File: src/hdl/ctlo_pkg.sv
// Functional notes
// Bit 7 of the clock-prepare register picks the automatic interval at 0 and bits 6:0 at 1.
// Bit 7 of the clock-zero register picks the automatic interval at 0 and bits 6:0 at 1.
// Bit 7 of the clock-trail register picks the automatic interval at 0 and bits 6:0 at 1.
// Bit 7 of the clock-post register picks the automatic interval at 0 and bits 6:0 at 1.
// With override at 0 the value field reads the automatic interval and ignores writes.
// With override at 1 the value field is read/write and its stored value is used.
// Automatic intervals follow the selected lane rate, defaulting to the 800 Mbps figures.
// Clock-prepare register sits at index 0x40 and resets to 0x05.
// Clock-zero register sits at index 0x41 and resets to 0x1B.
// Clock-trail register sits at index 0x42 and resets to 0x0B.
// Clock-post register sits at index 0x43 and resets to 0x0A.
// Lane rate is an input, auto values come from a table, chosen ones time the clock lane.
package ctlo_pkg;

   localparam int ADDR_W = 12;

   // register indices; byte address is four times the index
   localparam logic [9:0] IDX_PREP  = 10'h040;
   localparam logic [9:0] IDX_ZERO  = 10'h041;
   localparam logic [9:0] IDX_TRAIL = 10'h042;
   localparam logic [9:0] IDX_POST  = 10'h043;

   localparam int OV_BIT  = 7;
   localparam int VAL_MSB = 6;

   localparam logic [7:0] RST_PREP  = 8'h05;
   localparam logic [7:0] RST_ZERO  = 8'h1B;
   localparam logic [7:0] RST_TRAIL = 8'h0B;
   localparam logic [7:0] RST_POST  = 8'h0A;

   // lane rate codes on lane_rate_sel
   localparam logic [2:0] RATE_400  = 3'h0;
   localparam logic [2:0] RATE_800  = 3'h1;
   localparam logic [2:0] RATE_1200 = 3'h2;
   localparam logic [2:0] RATE_1500 = 3'h3;
   localparam logic [2:0] RATE_1600 = 3'h4;

   // auto intervals in aclk cycles, per rate: {post, trail, zero, prep}
   localparam logic [4:0][3:0][6:0] AUTO_TBL = '{
      '{7'h10, 7'h15, 7'h36, 7'h09},
      '{7'h0F, 7'h14, 7'h32, 7'h09},
      '{7'h0D, 7'h10, 7'h28, 7'h07},
      '{RST_POST[6:0], RST_TRAIL[6:0], RST_ZERO[6:0], RST_PREP[6:0]},
      '{7'h07, 7'h06, 7'h0E, 7'h03}};

   localparam logic [1:0] RESP_OKAY   = 2'h0;
   localparam logic [1:0] RESP_DECERR = 2'h3;

   typedef enum logic [2:0] {LN_LP, LN_PREP, LN_ZERO, LN_HS, LN_POST, LN_TRAIL} ctlo_lane_t;

   typedef struct packed {
      logic                awready;
      logic                wready;
      logic                aw_full;
      logic                w_full;
      logic [ADDR_W-1:0]   aw_addr;
      logic [7:0]          w_byte;
      logic                w_lane0;
      logic                bvalid;
      logic [1:0]          bresp;
      logic                arready;
      logic                rvalid;
      logic [31:0]         rdata;
      logic [1:0]          rresp;
      logic [3:0]          ov;
      logic [3:0][6:0]     val;
      ctlo_lane_t          lane;
      logic [6:0]          cnt;
      logic                lp_drive;
      logic                hs_drive;
      logic                hs_toggle;
      logic                hs_ready;
   } ctlo_state_t;

endpackage

File: src/hdl/ctlo_regs.sv
// Local design decision: the AXI4-Lite interface to the registers.
`timescale 1ns/100ps
module ctlo_regs
(
   input  wire logic                          aclk,
   input  wire logic                          aresetn,
   input  wire logic [ctlo_pkg::ADDR_W-1:0]   s_axi_awaddr,
   input  wire logic                          s_axi_awvalid,
   output      logic                          s_axi_awready,
   input  wire logic [31:0]                   s_axi_wdata,
   input  wire logic [3:0]                    s_axi_wstrb,
   input  wire logic                          s_axi_wvalid,
   output      logic                          s_axi_wready,
   output      logic [1:0]                    s_axi_bresp,
   output      logic                          s_axi_bvalid,
   input  wire logic                          s_axi_bready,
   input  wire logic [ctlo_pkg::ADDR_W-1:0]   s_axi_araddr,
   input  wire logic                          s_axi_arvalid,
   output      logic                          s_axi_arready,
   output      logic [31:0]                   s_axi_rdata,
   output      logic [1:0]                    s_axi_rresp,
   output      logic                          s_axi_rvalid,
   input  wire logic                          s_axi_rready,
   input  wire logic [2:0]                    lane_rate_sel,
   input  wire logic                          hs_clk_req,
   output      logic                          clk_lp_drive,
   output      logic                          clk_hs_drive,
   output      logic                          clk_hs_toggle,
   output      logic                          clk_hs_ready
);

   ctlo_pkg::ctlo_state_t st;
   ctlo_pkg::ctlo_state_t next_st;
   logic [3:0][6:0]       auto_v;
   logic [3:0][6:0]       eff;

   // returns {hit, register slot}; slot 0..3 = prep, zero, trail, post
   function automatic logic [2:0] reg_sel(input logic [ctlo_pkg::ADDR_W-1:0] a);
      logic [9:0] idx;
      idx = a[ctlo_pkg::ADDR_W-1:2];
      unique case (idx)
         ctlo_pkg::IDX_PREP:  reg_sel = 3'h4;
         ctlo_pkg::IDX_ZERO:  reg_sel = 3'h5;
         ctlo_pkg::IDX_TRAIL: reg_sel = 3'h6;
         ctlo_pkg::IDX_POST:  reg_sel = 3'h7;
         default:             reg_sel = 3'h0;
      endcase
   endfunction

   // a zero interval would wrap the counter to 127 and run 128 cycles, so it is stretched to one cycle
   function automatic logic [6:0] at_least_one(input logic [6:0] v);
      at_least_one = (v == 7'h00) ? 7'h01 : v;
   endfunction

   always_comb
   begin
      // unknown rate codes fall back to the 800 Mbps set
      unique case (lane_rate_sel)
         ctlo_pkg::RATE_400:  auto_v = ctlo_pkg::AUTO_TBL[0];
         ctlo_pkg::RATE_1200: auto_v = ctlo_pkg::AUTO_TBL[2];
         ctlo_pkg::RATE_1500: auto_v = ctlo_pkg::AUTO_TBL[3];
         ctlo_pkg::RATE_1600: auto_v = ctlo_pkg::AUTO_TBL[4];
         default:             auto_v = ctlo_pkg::AUTO_TBL[1];
      endcase
      for (int i = 0; i < 4; i++)
      begin
         eff[i] = at_least_one(st.ov[i] ? st.val[i] : auto_v[i]);
      end
   end

   always_comb
   begin
      logic [2:0] ws;
      logic [2:0] rs;
      next_st = st;
      ws = reg_sel(st.aw_addr);
      rs = reg_sel(s_axi_araddr);

      // write address and data are caught separately, in either order
      if (s_axi_awvalid && st.awready)
      begin
         next_st.aw_addr = s_axi_awaddr;
         next_st.aw_full = 1'b1;
         next_st.awready = 1'b0;
      end
      if (s_axi_wvalid && st.wready)
      begin
         next_st.w_byte  = s_axi_wdata[7:0];
         next_st.w_lane0 = s_axi_wstrb[0];
         next_st.w_full  = 1'b1;
         next_st.wready  = 1'b0;
      end
      if (st.aw_full && st.w_full && !st.bvalid)
      begin
         next_st.bvalid = 1'b1;
         next_st.bresp  = ws[2] ? ctlo_pkg::RESP_OKAY : ctlo_pkg::RESP_DECERR;
         if (ws[2] && st.w_lane0)
         begin
            next_st.ov[ws[1:0]] = st.w_byte[ctlo_pkg::OV_BIT];
            if (st.ov[ws[1:0]])
            begin
               next_st.val[ws[1:0]] = st.w_byte[ctlo_pkg::VAL_MSB:0];
            end
            else
            begin
               // field is read-only here; on override entry it keeps the live auto value
               next_st.val[ws[1:0]] = auto_v[ws[1:0]];
            end
         end
      end
      if (st.bvalid && s_axi_bready)
      begin
         next_st.bvalid  = 1'b0;
         next_st.aw_full = 1'b0;
         next_st.w_full  = 1'b0;
         next_st.awready = 1'b1;
         next_st.wready  = 1'b1;
      end

      if (s_axi_arvalid && st.arready)
      begin
         next_st.arready = 1'b0;
         next_st.rvalid  = 1'b1;
         next_st.rresp   = rs[2] ? ctlo_pkg::RESP_OKAY : ctlo_pkg::RESP_DECERR;
         next_st.rdata   = 32'h0000_0000;
         if (rs[2])
         begin
            next_st.rdata[ctlo_pkg::OV_BIT] = st.ov[rs[1:0]];
            next_st.rdata[ctlo_pkg::VAL_MSB:0] =
               st.ov[rs[1:0]] ? st.val[rs[1:0]] : auto_v[rs[1:0]];
         end
      end
      if (st.rvalid && s_axi_rready)
      begin
         next_st.rvalid  = 1'b0;
         next_st.arready = 1'b1;
      end

      // clock-lane sequence: LP -> prepare -> zero -> HS clock -> post -> trail -> LP
      next_st.cnt = st.cnt - 7'h01;
      unique case (st.lane)
         ctlo_pkg::LN_LP:
         begin
            next_st.cnt = st.cnt;
            if (hs_clk_req)
            begin
               next_st.lane = ctlo_pkg::LN_PREP;
               next_st.cnt  = eff[0];
            end
         end
         ctlo_pkg::LN_PREP:
         begin
            if (st.cnt == 7'h01)
            begin
               next_st.lane = ctlo_pkg::LN_ZERO;
               next_st.cnt  = eff[1];
            end
         end
         ctlo_pkg::LN_ZERO:
         begin
            if (st.cnt == 7'h01)
            begin
               next_st.lane = ctlo_pkg::LN_HS;
            end
         end
         ctlo_pkg::LN_HS:
         begin
            next_st.cnt = st.cnt;
            // the clock keeps running through post so the receiver sees the last data
            if (!hs_clk_req)
            begin
               next_st.lane = ctlo_pkg::LN_POST;
               next_st.cnt  = eff[3];
            end
         end
         ctlo_pkg::LN_POST:
         begin
            if (st.cnt == 7'h01)
            begin
               next_st.lane = ctlo_pkg::LN_TRAIL;
               next_st.cnt  = eff[2];
            end
         end
         ctlo_pkg::LN_TRAIL:
         begin
            if (st.cnt == 7'h01)
            begin
               next_st.lane = ctlo_pkg::LN_LP;
            end
         end
         default:
         begin
            next_st.lane = ctlo_pkg::LN_LP;
         end
      endcase
      next_st.lp_drive  = next_st.lane inside {ctlo_pkg::LN_LP, ctlo_pkg::LN_PREP};
      next_st.hs_drive  = !next_st.lp_drive;
      next_st.hs_toggle = next_st.lane inside {ctlo_pkg::LN_HS, ctlo_pkg::LN_POST};
      next_st.hs_ready  = next_st.lane == ctlo_pkg::LN_HS;

      if (!aresetn)
      begin
         next_st         = '0;
         next_st.awready = 1'b1;
         next_st.wready  = 1'b1;
         next_st.arready = 1'b1;
         next_st.lane    = ctlo_pkg::LN_LP;
         next_st.cnt     = 7'h01;
         next_st.lp_drive = 1'b1;
         next_st.ov      = 4'h0;
         next_st.val[0]  = ctlo_pkg::RST_PREP[6:0];
         next_st.val[1]  = ctlo_pkg::RST_ZERO[6:0];
         next_st.val[2]  = ctlo_pkg::RST_TRAIL[6:0];
         next_st.val[3]  = ctlo_pkg::RST_POST[6:0];
      end
   end

   always_ff @(posedge aclk)
   begin
      st <= next_st;
   end

   assign s_axi_awready = st.awready;
   assign s_axi_wready  = st.wready;
   assign s_axi_bvalid  = st.bvalid;
   assign s_axi_bresp   = st.bresp;
   assign s_axi_arready = st.arready;
   assign s_axi_rvalid  = st.rvalid;
   assign s_axi_rdata   = st.rdata;
   assign s_axi_rresp   = st.rresp;
   assign clk_lp_drive  = st.lp_drive;
   assign clk_hs_drive  = st.hs_drive;
   assign clk_hs_toggle = st.hs_toggle;
   assign clk_hs_ready  = st.hs_ready;
endmodule

File: config.mk
export PLATFORM = sky130hd
export DESIGN_NAME = ctlo_regs
export DESIGN_NICKNAME = d
export VERILOG_FILES = /design/src/hdl/ctlo_pkg.sv /design/src/hdl/ctlo_regs.sv
export SDC_FILE = /design/constraint.sdc
export NUM_CORES = 1
export LEC_CHECK = 0
export BUFFER_PORTS_ARGS = -buffer_cell sky130_fd_sc_hd__buf_2
export CAP_MARGIN = 5
export CORE_ASPECT_RATIO = 1.25
export CORE_MARGIN = 1
export CORE_UTILIZATION = 59
export CTS_CLUSTER_SIZE = 10
export DETAILED_ROUTE_END_ITERATION = 8
export PLACE_DENSITY = 0.85
export SLEW_MARGIN = 20
export SYNTH_ARGS = -nofsm -noshare
export SYNTH_HDL_FRONTEND = slang
export SYNTH_SLANG_ARGS = --single-unit
File: constraint.sdc
create_clock -name aclk -period 7 [get_ports aclk]
set_input_delay 1.75 -clock aclk [delete_from_list [all_inputs] [get_ports aclk]]
set_output_delay 1.75 -clock aclk [all_outputs]
set_load 0.01 [all_outputs]
==> results, run 1 <==
- The largest single stage delay on the critical path is roughly 590 ps.
- The count of cells along the worst register-to-register path is 6.
- The worst path buffer plus inverter count is 2.
- In this run the worst hold path is classified as reg -> reg.
- The worst hold path terminates at s_axi_rdata[4].
- The clock net in this run drives a total of 82 sinks.
- The die covers slightly below 9000 um^2.
- The number of gates resized after CTS was 0.
- The startpoint identified for the worst register-to-register timing path is st[4].
- For the worst setup path, the data arrival time is around 3600 ps.
- The area of the core is about 8200 um^2.
- The share of synthesized area in the top cell type comes to 0.3277.
- The number of hold buffers added after CTS is 0.
- After legalization and detailed placement, the total HPWL measured 9646 um.
- After detailed placement, the total cell area comes to between 5000 and 6000 um^2.
- The count of buffers added on input and output ports is 60.
- Traced cell by cell, the critical path runs through buf_2, inv_1, nor3_2, o211ai_1, o31ai_1.
- At the worst endpoint, the required time is roughly 7300 ps.
- The reported max-cap violation count is 0.
- The horizontal die dimension is approximately 84 um.
- The net count of the finished layout is just over 700.
- The H-tree generated during clock tree synthesis spans 3 levels.
- Across all hold checks on the routed design, the worst slack comes to around 460 ps.
- The pre-antenna-repair detailed-routing pass consisted of 7 iterations.
- The number of setup violations in the final report is 0.
- The cell count after synthesis came out at about 640.
- The share of power burned in the clock network is 0.290.
- The share of synthesized area occupied by flip-flops and latches is 0.3277.
- The clock transition time at the flip-flop clock pins of the worst setup and hold paths is approximately 100 ps.
- The post-detailed-routing wire length is between 10000 and 15000 um.
- sky130_fd_sc_hd__nand2_1 is the most common cell in the netlist.
- The setup slack of the critical path after layout is ~3600 ps.
- The final reports fail on design-rule violations.
- For the finished layout, the period the worst path requires is between 3000 and 4000 ps.
- The cell area after layout is 5275 um^2.
- The number of placed cells counting well taps is 740.
- On the critical path, the stage with the largest delay is an instance of sky130_fd_sc_hd__nor3_2.
- After detailed routing, the average wire length per cell comes to between 15 and 20 um.
- The slack of the worst reg-to-reg path is 4120 ps.
- The worst hold path begins at s_axi_rdata[4].
- The total overflow left after global routing is 0.
- The reported net switching power is between 0.3 and 0.4 mW.
- The transition time at the pin with the least slew margin is 1114 ps.
- The cell area after synthesis is between 5000 and 6000 um^2.
- The via count of the first global-routing pass is approximately 4500.
- The count of placed standard cells in the final layout, fillers left out is between 700 and 800.
- The worst-case clock skew is between 10 and 15 ps.
- The synthesis-to-finish area growth is 5.295%.
- The sum of negative setup slack is 0 ps.
- Fill cells in the final layout number about 720.
- The highest attainable clock frequency is 298.1 MHz.
- Yosys mapped a number of flops with a built-in enable equal to 0.
- The combinational cell fraction of total power is 0.244.
- The flow ran to the end, but the final reports show violations.
- Pin placement for this block handled about 120 I/O pins.
- The hold violation count in the final report is 0.
- Of the total power, the share spent switching nets is 0.3476.
- The critical path starts at aresetn.
- The routed via count is roughly 4900.
- The CTS buffer count is 9.
- The all-layer global routing usage is 0.3089.
- The worst register-to-register path ends at st[9].
- Row generation in the floorplan step produced 37 rows.
- The buffer type at the clock tree root is sky130_fd_sc_hd__clkbuf_8.
- The post-route fraction of the period consumed by the critical path is 0.4792.
- The analysis attributes to cell leakage a power of 2.000 nW.
- Once detail routing completed, the nets flagged for antenna violations numbered 0.
- Averaged over all synthesized cells, the footprint is between 7 and 8 um^2.
- The maximum buffer depth of the clock tree is 2.
- Routability-driven placement finished with a final weighted congestion of about 0.96.
- In the final layout, the share of cells above drive strength 1 is 0.1608.
- The register with the most flip-flops in the layout has 63 of them.
- The initial antenna violation count came to 0.
- Counting instances, the worst hold path has a depth of 2.
- Of all cell types, the one taking the most synthesized area is sky130_fd_sc_hd__dfxtp_1.
- Before CTS, the worst setup slack after placement is between 3000 and 4000 ps.
- The peak fanout along the critical path is 29.
- The cell-internal power is ~0.75 mW.
- Setup repair after global routing left no endpoint under its margin.
- The latest clock arrival within the worst-skew pair is roughly 370 ps.
- The maximum number of pins on one net before global-route repair is 34.
- The total DRC errors in the routed layout is 6.
- The share of synthesized flip-flops with an asynchronous set or reset is 0.
- The CTS tree is done.
- During synthesis, Yosys emitted a total of 0 warnings.
- The synthesized netlist contains 79 unique library cells.
- Yosys attributes the largest share of cell area to sky130_fd_sc_hd__dfxtp_1 33%, sky130_fd_sc_hd__nand2_1 6.9%, sky130_fd_sc_hd__a21oi_1 5.7%, sky130_fd_sc_hd__buf_4 5.4%, sky130_fd_sc_hd__o21ai_0 2.8%.
- The kind of end point of the critical path is a flop.
- The utilization after layout is 0.6401.
- The register ranked first by flip-flop count is st.
- The vertical die dimension is 105.0 um.
- The worst vdd rail ir drop is approximately 150 uV.
- The worst setup path is launched from a primary input.
- By count the netlist is led by 92 x sky130_fd_sc_hd__nand2_1, 82 x sky130_fd_sc_hd__dfxtp_1, 57 x sky130_fd_sc_hd__a21oi_1, 37 x sky130_fd_sc_hd__nor2_1, 36 x sky130_fd_sc_hd__buf_4.
- The dominant delay contributor by cell family on the critical path is buffers and inverters.
- The fraction of power consumed by sequential logic is 0.466.
- The number of buffers added for setup after CTS is 0.
- After detailed routing, the number of vias per cell comes to approximately 6.4.
- The dominant register cell in the synthesized netlist is sky130_fd_sc_hd__dfxtp_1.
- The repair_antennas step left the layout with diodes totalling 0.
- The count of pins over their slew limit is 0.
- Counting buffers and inverters, the worst setup path is 5 cells deep.
- The power per cell area is around 220 nW/um^2.
- The first routing iteration left 450 violations.
- For this configuration, the core starts out at a cell density of 0.6080.
- Headroom to the max-slew limit came out at 0.2516.
- The critical path class is in -> reg.
- The first global-routing pass estimated 21480 um of wire.
- The number of storage elements in the synthesis netlist is between 80 and 90.
- The power consumption is about 1.1 mW.
==> cell type report <==
cell class              count  area [um^2]  share of cell area
multi-input cells         488         2973              0.5636
flip-flops and latches     82         1642              0.3112
repair buffers             61        307.8             0.05835
clock buffers              10        137.6             0.02609
well taps                  97        121.4             0.02301
clock inverters             6        48.80            0.009250
inverters                  12        45.04            0.008539
==> cells in the final DEF (no fill, tap or decap), drive strengths merged, types with 8 or more instances in the layout <==
| cell type | synthesis | routed |
|---|---|---|
| a21oi | 57 | 57 |
| a31oi | 14 | 14 |
| buf | 45 | 61 |
| clkbuf | 34 | 10 |
| conb | 1 | 24 |
| dfxtp | 82 | 82 |
| inv | 11 | 13 |
| mux2i | 12 | 12 |
| nand2 | 92 | 92 |
| nand2b | 14 | 14 |
| nand3 | 21 | 21 |
| nor2 | 37 | 37 |
| nor2b | 10 | 10 |
| nor3 | 21 | 21 |
| nor4 | 8 | 8 |
| o211ai | 9 | 9 |
| o21ai | 29 | 29 |
| o311ai | 8 | 8 |
| o31ai | 10 | 10 |
==> cell families (layout without fill, tap and decap cells) <==
family | count (synthesis) | in the layout | share of synthesized area
fa+ha+maj | 2 | 2 | 0.004994
compound gates | 190 | 190 | 0.2592
mux | 16 | 16 | 0.03521
other cells | 1 | 24 | 0.0007485
flops | 82 | 82 | 0.3277
simple gates | 249 | 249 | 0.2637
xor+xnor | 7 | 7 | 0.01224
buf+inv | 91 | 89 | 0.09615
==> power by group through the flow <==
stage / Combinational (mW) / Sequential (mW) / Clock, mW
after global placement: 0.265 / 0.543 / 0
after CTS: 0.274 / 0.535 / 0.338
after floorplan: 0.231 / 0.527 / 0
after global routing: 0.309 / 0.542 / 0.356
final: 0.280 / 0.536 / 0.333
after detailed placement: 0.272 / 0.546 / 0
==> metal layers <==
layer / part of all wire / wire length (um) / GRT usage / vias up
li1: - / - / - / 2303
met1: 0.40 / 5361 / 0.3723 / 2203
met2: 0.47 / 6270 / 0.5023 / 290
met3: 0.085 / 1140 / 0.05608 / 56
met4: 0.048 / 641 / 0.2022 / 0
met5: 0 / 0 / 0 / -
==> how the worst max path moves through the flow <==
stage                           endpoint  slack (ps)
final                     s_axi_rdata[5]        3650
after global routing      s_axi_rdata[5]        3570
after CTS                 s_axi_rdata[5]        3720
after detailed placement  s_axi_rdata[5]        3330
after global placement    s_axi_rdata[5]        3410
after floorplan           s_axi_rdata[1]        3720
==> worst min-delay path, delay by kind of cell, from the launching register on <==
family             cells  cell delay [ps]
and+or+nand+nor        1               40
DFF                    1              330
AOI/OAI and AO/OA      1               50
(Power assumes the default switching activity.)
==> inputs of run 2 (changes only) <==
--- a/config.mk
+++ b/config.mk
@@ -5,14 +5,15 @@
 export SDC_FILE = /design/constraint.sdc
 export NUM_CORES = 1
 export LEC_CHECK = 0
+export ABC_AREA = 1
 export BUFFER_PORTS_ARGS = -buffer_cell sky130_fd_sc_hd__buf_2
 export CAP_MARGIN = 5
 export CORE_ASPECT_RATIO = 1.25
 export CORE_MARGIN = 1
-export CORE_UTILIZATION = 59
+export CORE_UTILIZATION = 55
 export CTS_CLUSTER_SIZE = 10
 export DETAILED_ROUTE_END_ITERATION = 8
-export PLACE_DENSITY = 0.85
+export PLACE_DENSITY = 0.8
 export SLEW_MARGIN = 20
 export SYNTH_ARGS = -nofsm -noshare
 export SYNTH_HDL_FRONTEND = slang
==> constraint.sdc (replaced) <==
create_clock -name aclk -period 3.13 [get_ports aclk]
set_input_delay 0.7825 -clock aclk [delete_from_list [all_inputs] [get_ports aclk]]
set_output_delay 0.7825 -clock aclk [all_outputs]
set_load 0.01 [all_outputs]
==> run 2 against run 1 <==
The flow now finishes without violations. Final cell count up 25%. Design area rose by 2.0%. Worst setup slack worse by 2700 ps. Register-to-register slack got worse by 3000 ps. Worst hold slack improved by 8.2 ps. Global-route usage is 0.41 points lower.
==> results, run 2 <==
- The final route contains ~5100 vias.
- Dividing total power by cell area gives a power density of 465.1 nW/um^2.
- The first TritonRoute pass finished after 6 iterations.
- Ranked by instance count, the synthesized netlist is headed by 202 x sky130_fd_sc_hd__nand2_1, 82 x sky130_fd_sc_hd__dfxtp_1, 82 x sky130_fd_sc_hd__nor2_1, 75 x sky130_fd_sc_hd__inv_1, 72 x sky130_fd_sc_hd__nand3_1.
- For this design, the CTS-stage hold fixing added 0 buffers.
- The initial antenna violation count came to 0.
- The dominant register cell in the synthesized netlist is sky130_fd_sc_hd__dfxtp_1.
- Counting every sink on the clock net gives around 80.
- The CTS buffer count is 9.
- The HPWL after detailed placement is around 11000 um.
- CTS built an H-tree with a depth of 3.
- In this run the worst hold path is classified as reg -> reg.
- Setup slack on the worst reg-to-reg path comes out at around 1100 ps.
- Dividing the detail-routed via count by the number of cells gives around 5.4.
- The kind of end point of the critical path is a flop.
- The worst setup path is launched from a primary input.
- By area the synthesized netlist is led by sky130_fd_sc_hd__dfxtp_1 33%, sky130_fd_sc_hd__nand2_1 15%, sky130_fd_sc_hd__nand3_1 7.3%, sky130_fd_sc_hd__a21oi_1 6.6%, sky130_fd_sc_hd__o21ai_0 6.6%.
- The buffer type at the clock tree root is sky130_fd_sc_hd__clkbuf_8.
- The number of nets with antenna violations after routing is 0.
- The maximum buffer depth of the clock tree is 2.
- At the end of the flow, the number of nets in the layout was ~900.
- The data arrival time of the worst path is approximately 2400 ps.
- After clock tree synthesis, the clock-pin slew on the worst setup and hold paths is approximately 80 ps.
- The hold violation count in the final report is 0.
- Measured along the y axis, the die boundary spans about 110 um.
- The distinct cell type count after synthesis is 39.
- The run finished with clean final reports.
- The number of inserted filler cells in the final layout is 885.
- In this run the critical register-to-register path is launched from st[102].
- The first global-routing pass estimated between 20000 and 25000 um of wire.
- The worst-case clock skew is roughly 13 ps.
- Setup repair after global routing left no endpoint under its margin.
- The sum of negative setup slack is 0 ps.
- In the routed design, unresolved DRC markers number 0.
- The register with the most flip-flops in the layout has 63 of them.
- In the finished design, the share of the clock period the worst path needs comes to 0.6913.
- The count of pins over their slew limit is 0.
- The share of synthesized flip-flops with an asynchronous set or reset is 0.
- Based on the critical path, the design can be clocked at up to 462.2 MHz.
- The transition time at the pin with the least slew margin is ~760 ps.
- The via count of the first global-routing pass came to approximately 4600.
- VDD sags by at most 431.4 uV.
- The register ranked first by flip-flop count is st.
- The placed cell area is just over 5000 um^2.
- The depth of the worst hold-timing path is 2.
- In the layout the commonest cells are 202 x sky130_fd_sc_hd__nand2_1, 82 x sky130_fd_sc_hd__nor2_1, 82 x sky130_fd_sc_hd__dfxtp_1, 75 x sky130_fd_sc_hd__inv_1, 72 x sky130_fd_sc_hd__nand3_1.
- The synthesis-to-finish area growth is 8.914%.
- After synthesis the cells add up to 4941 um^2.
- By instance count, the leading cell after synthesis is sky130_fd_sc_hd__nand2_1.
- The cell area after layout is 5381 um^2.
- The number of flops mapped to enable cells by yosys is 0.
- The utilization after layout is 0.6185.
- The startpoint identified for the worst hold timing path is s_axi_rdata[0].
- The count of placed standard cells in the final layout, fillers left out is about 950.
- The leakage component of the power is between 2 and 2.5 nW.
- The number of placed cells counting well taps is between 900 and 1000.
- The number of antenna diodes in the final layout is 0.
- Counting cells, the worst reg-to-reg path comes to 7.
- The peak fanout along the critical path is 11.
- In the final layout, the share of cells above drive strength 1 is 0.1341.
- The detail-routed net length per standard cell is 14.59 um.
- The effective utilization at floorplan is 0.5679.
- The area of the core is between 8000 and 9000 um^2.
- The number of placement rows is 38.
- For this run the aggregate overflow at the end of global routing stands at 0.
- The leading cell type in the layout, fill and taps excluded is sky130_fd_sc_hd__nand2_1.
- Once routing completed, OpenROAD measured the worst setup slack at about 970 ps.
- The power consumption is ~2.5 mW.
- Of the post-synthesis cell area, the dominant cell type holds 0.3322.
- The minimum clock period after layout is 2164 ps.
- The final weighted congestion of routability-driven global placement is 0.9404.
- The horizontal die dimension is approximately 87 um.
- The critical register-to-register path endpoint is st[16].
- The destination of the worst hold path is s_axi_rdata[0].
- The post-detailed-routing wire length is 13830 um.
- Hold is met by between 400 and 500 ps.
- The die area is 9369 um^2.
- Prior to clock tree synthesis, the placed netlist has a worst setup slack of just under 600 ps.
- The number of buffers added for setup after CTS is 0.
- The first-iteration detailed-routing DRC count is between 400 and 500.
- The maximum number of pins on one net before global-route repair is 40.
- During placement, the flow inserted port buffers numbering 60.
- The synthesized design spends more area on one cell type than any other, namely sky130_fd_sc_hd__dfxtp_1.
- The all-layer global routing usage is 0.3048.
- A synthesized cell averages 6.318 um^2.
- The critical path class is in -> reg.
- For the worst setup path, the data required time is 3380 ps.
- The top-level I/O count is roughly 120.
- The Yosys warning count is 0.
- TritonCTS built the clock tree.
- The post-CTS resize count is 0.
- The number of storage elements in the synthesis netlist is 82.
- The clock reaches the later pin of the worst-skew pair after around 370 ps.
- The number of setup violations in the final report is 0.
- Synthesis produced 782 cells.
- The worst slew margin relative to its limit is 0.4936.
- The share of synthesized area occupied by flip-flops and latches is 0.3322.
- Across the run, the number of max-cap violations was 0.
-- run 2: changes by cell type after synthesis, sizes merged, moves of 10 or more --
cell    change
nand2     +112
inv        +71
nand3      +54
nor2       +54
o21ai      +40
clkbuf     -16
nand2b     -14
mux2i      -12
a31oi      -10
nor2b      -10
o31ai      -10
-- run 2: final cells by class --
cell class	instances	area [um^2]	area share
inverter	83	311.5	0.05789
clock inverter	6	90.09	0.01674
sequential	82	1642	0.3050
clock buffer	10	127.6	0.02372
timing repair buffer	67	352.8	0.06557
multi-input combinational	580	2708	0.5031
tap	120	150.1	0.02790
-- run 2: worst max-delay path by stage --
| stage | startpoint | to | slack (ps) |
|---|---|---|---|
| floorplan | s_axi_araddr[5] | s_axi_rdata[1] | 1150 |
| global placement | s_axi_araddr[11] | s_axi_rdata[3] | 640 |
| detailed placement | s_axi_araddr[11] | s_axi_rdata[1] | 590 |
| CTS | s_axi_araddr[11] | s_axi_rdata[1] | 990 |
| global route | s_axi_araddr[11] | s_axi_rdata[1] | 770 |
| finish | s_axi_araddr[11] | s_axi_rdata[1] | 970 |
-- run 2: critical path: stages --
cell                      delay [ps]
sky130_fd_sc_hd__buf_2            90
sky130_fd_sc_hd__nor2_1          210
sky130_fd_sc_hd__nand2_1         160
sky130_fd_sc_hd__nor2_1          120
sky130_fd_sc_hd__nand2_1         260
sky130_fd_sc_hd__nand3_1         190
sky130_fd_sc_hd__nand2_1         180
sky130_fd_sc_hd__inv_1           180
sky130_fd_sc_hd__nand2_1          80
sky130_fd_sc_hd__nand3_1          80
sky130_fd_sc_hd__a21oi_1          70
-- run 2: cells by family (layout without fill, tap and decap cells) --
logic type,count (synthesis),in the layout,synth area share
buffers and inverters,143,166,0.1372
other,1,24,0.0007590
AOI/OAI and AO/OA,153,153,0.1654
DFF,82,82,0.3322
xor gates and xnor gates,5,5,0.008865
and+or+nand+nor,396,396,0.3505
adders and majority gates,2,2,0.005064
-- run 2: power breakdown --
| group | leakage, nW | switching, mW | internal, mW | total, mW |
|---|---|---|---|---|
| clock network | 0.107 | 0.399 | 0.452 | 0.851 |
| logic | 1.69 | 0.335 | 0.166 | 0.501 |
| registers | 0.670 | 0.0474 | 1.10 | 1.15 |
| total | 2.47 | 0.782 | 1.72 | 2.50 |
-- run 2: routing by layer --
metal	vias to the layer above	global-route usage	wire (um)
li1	2562	-	-
met2	256	0.5125	6547
met4	0	0.1821	659
met5	-	0	0
met1	2257	0.3622	5715
met3	58	0.05267	906
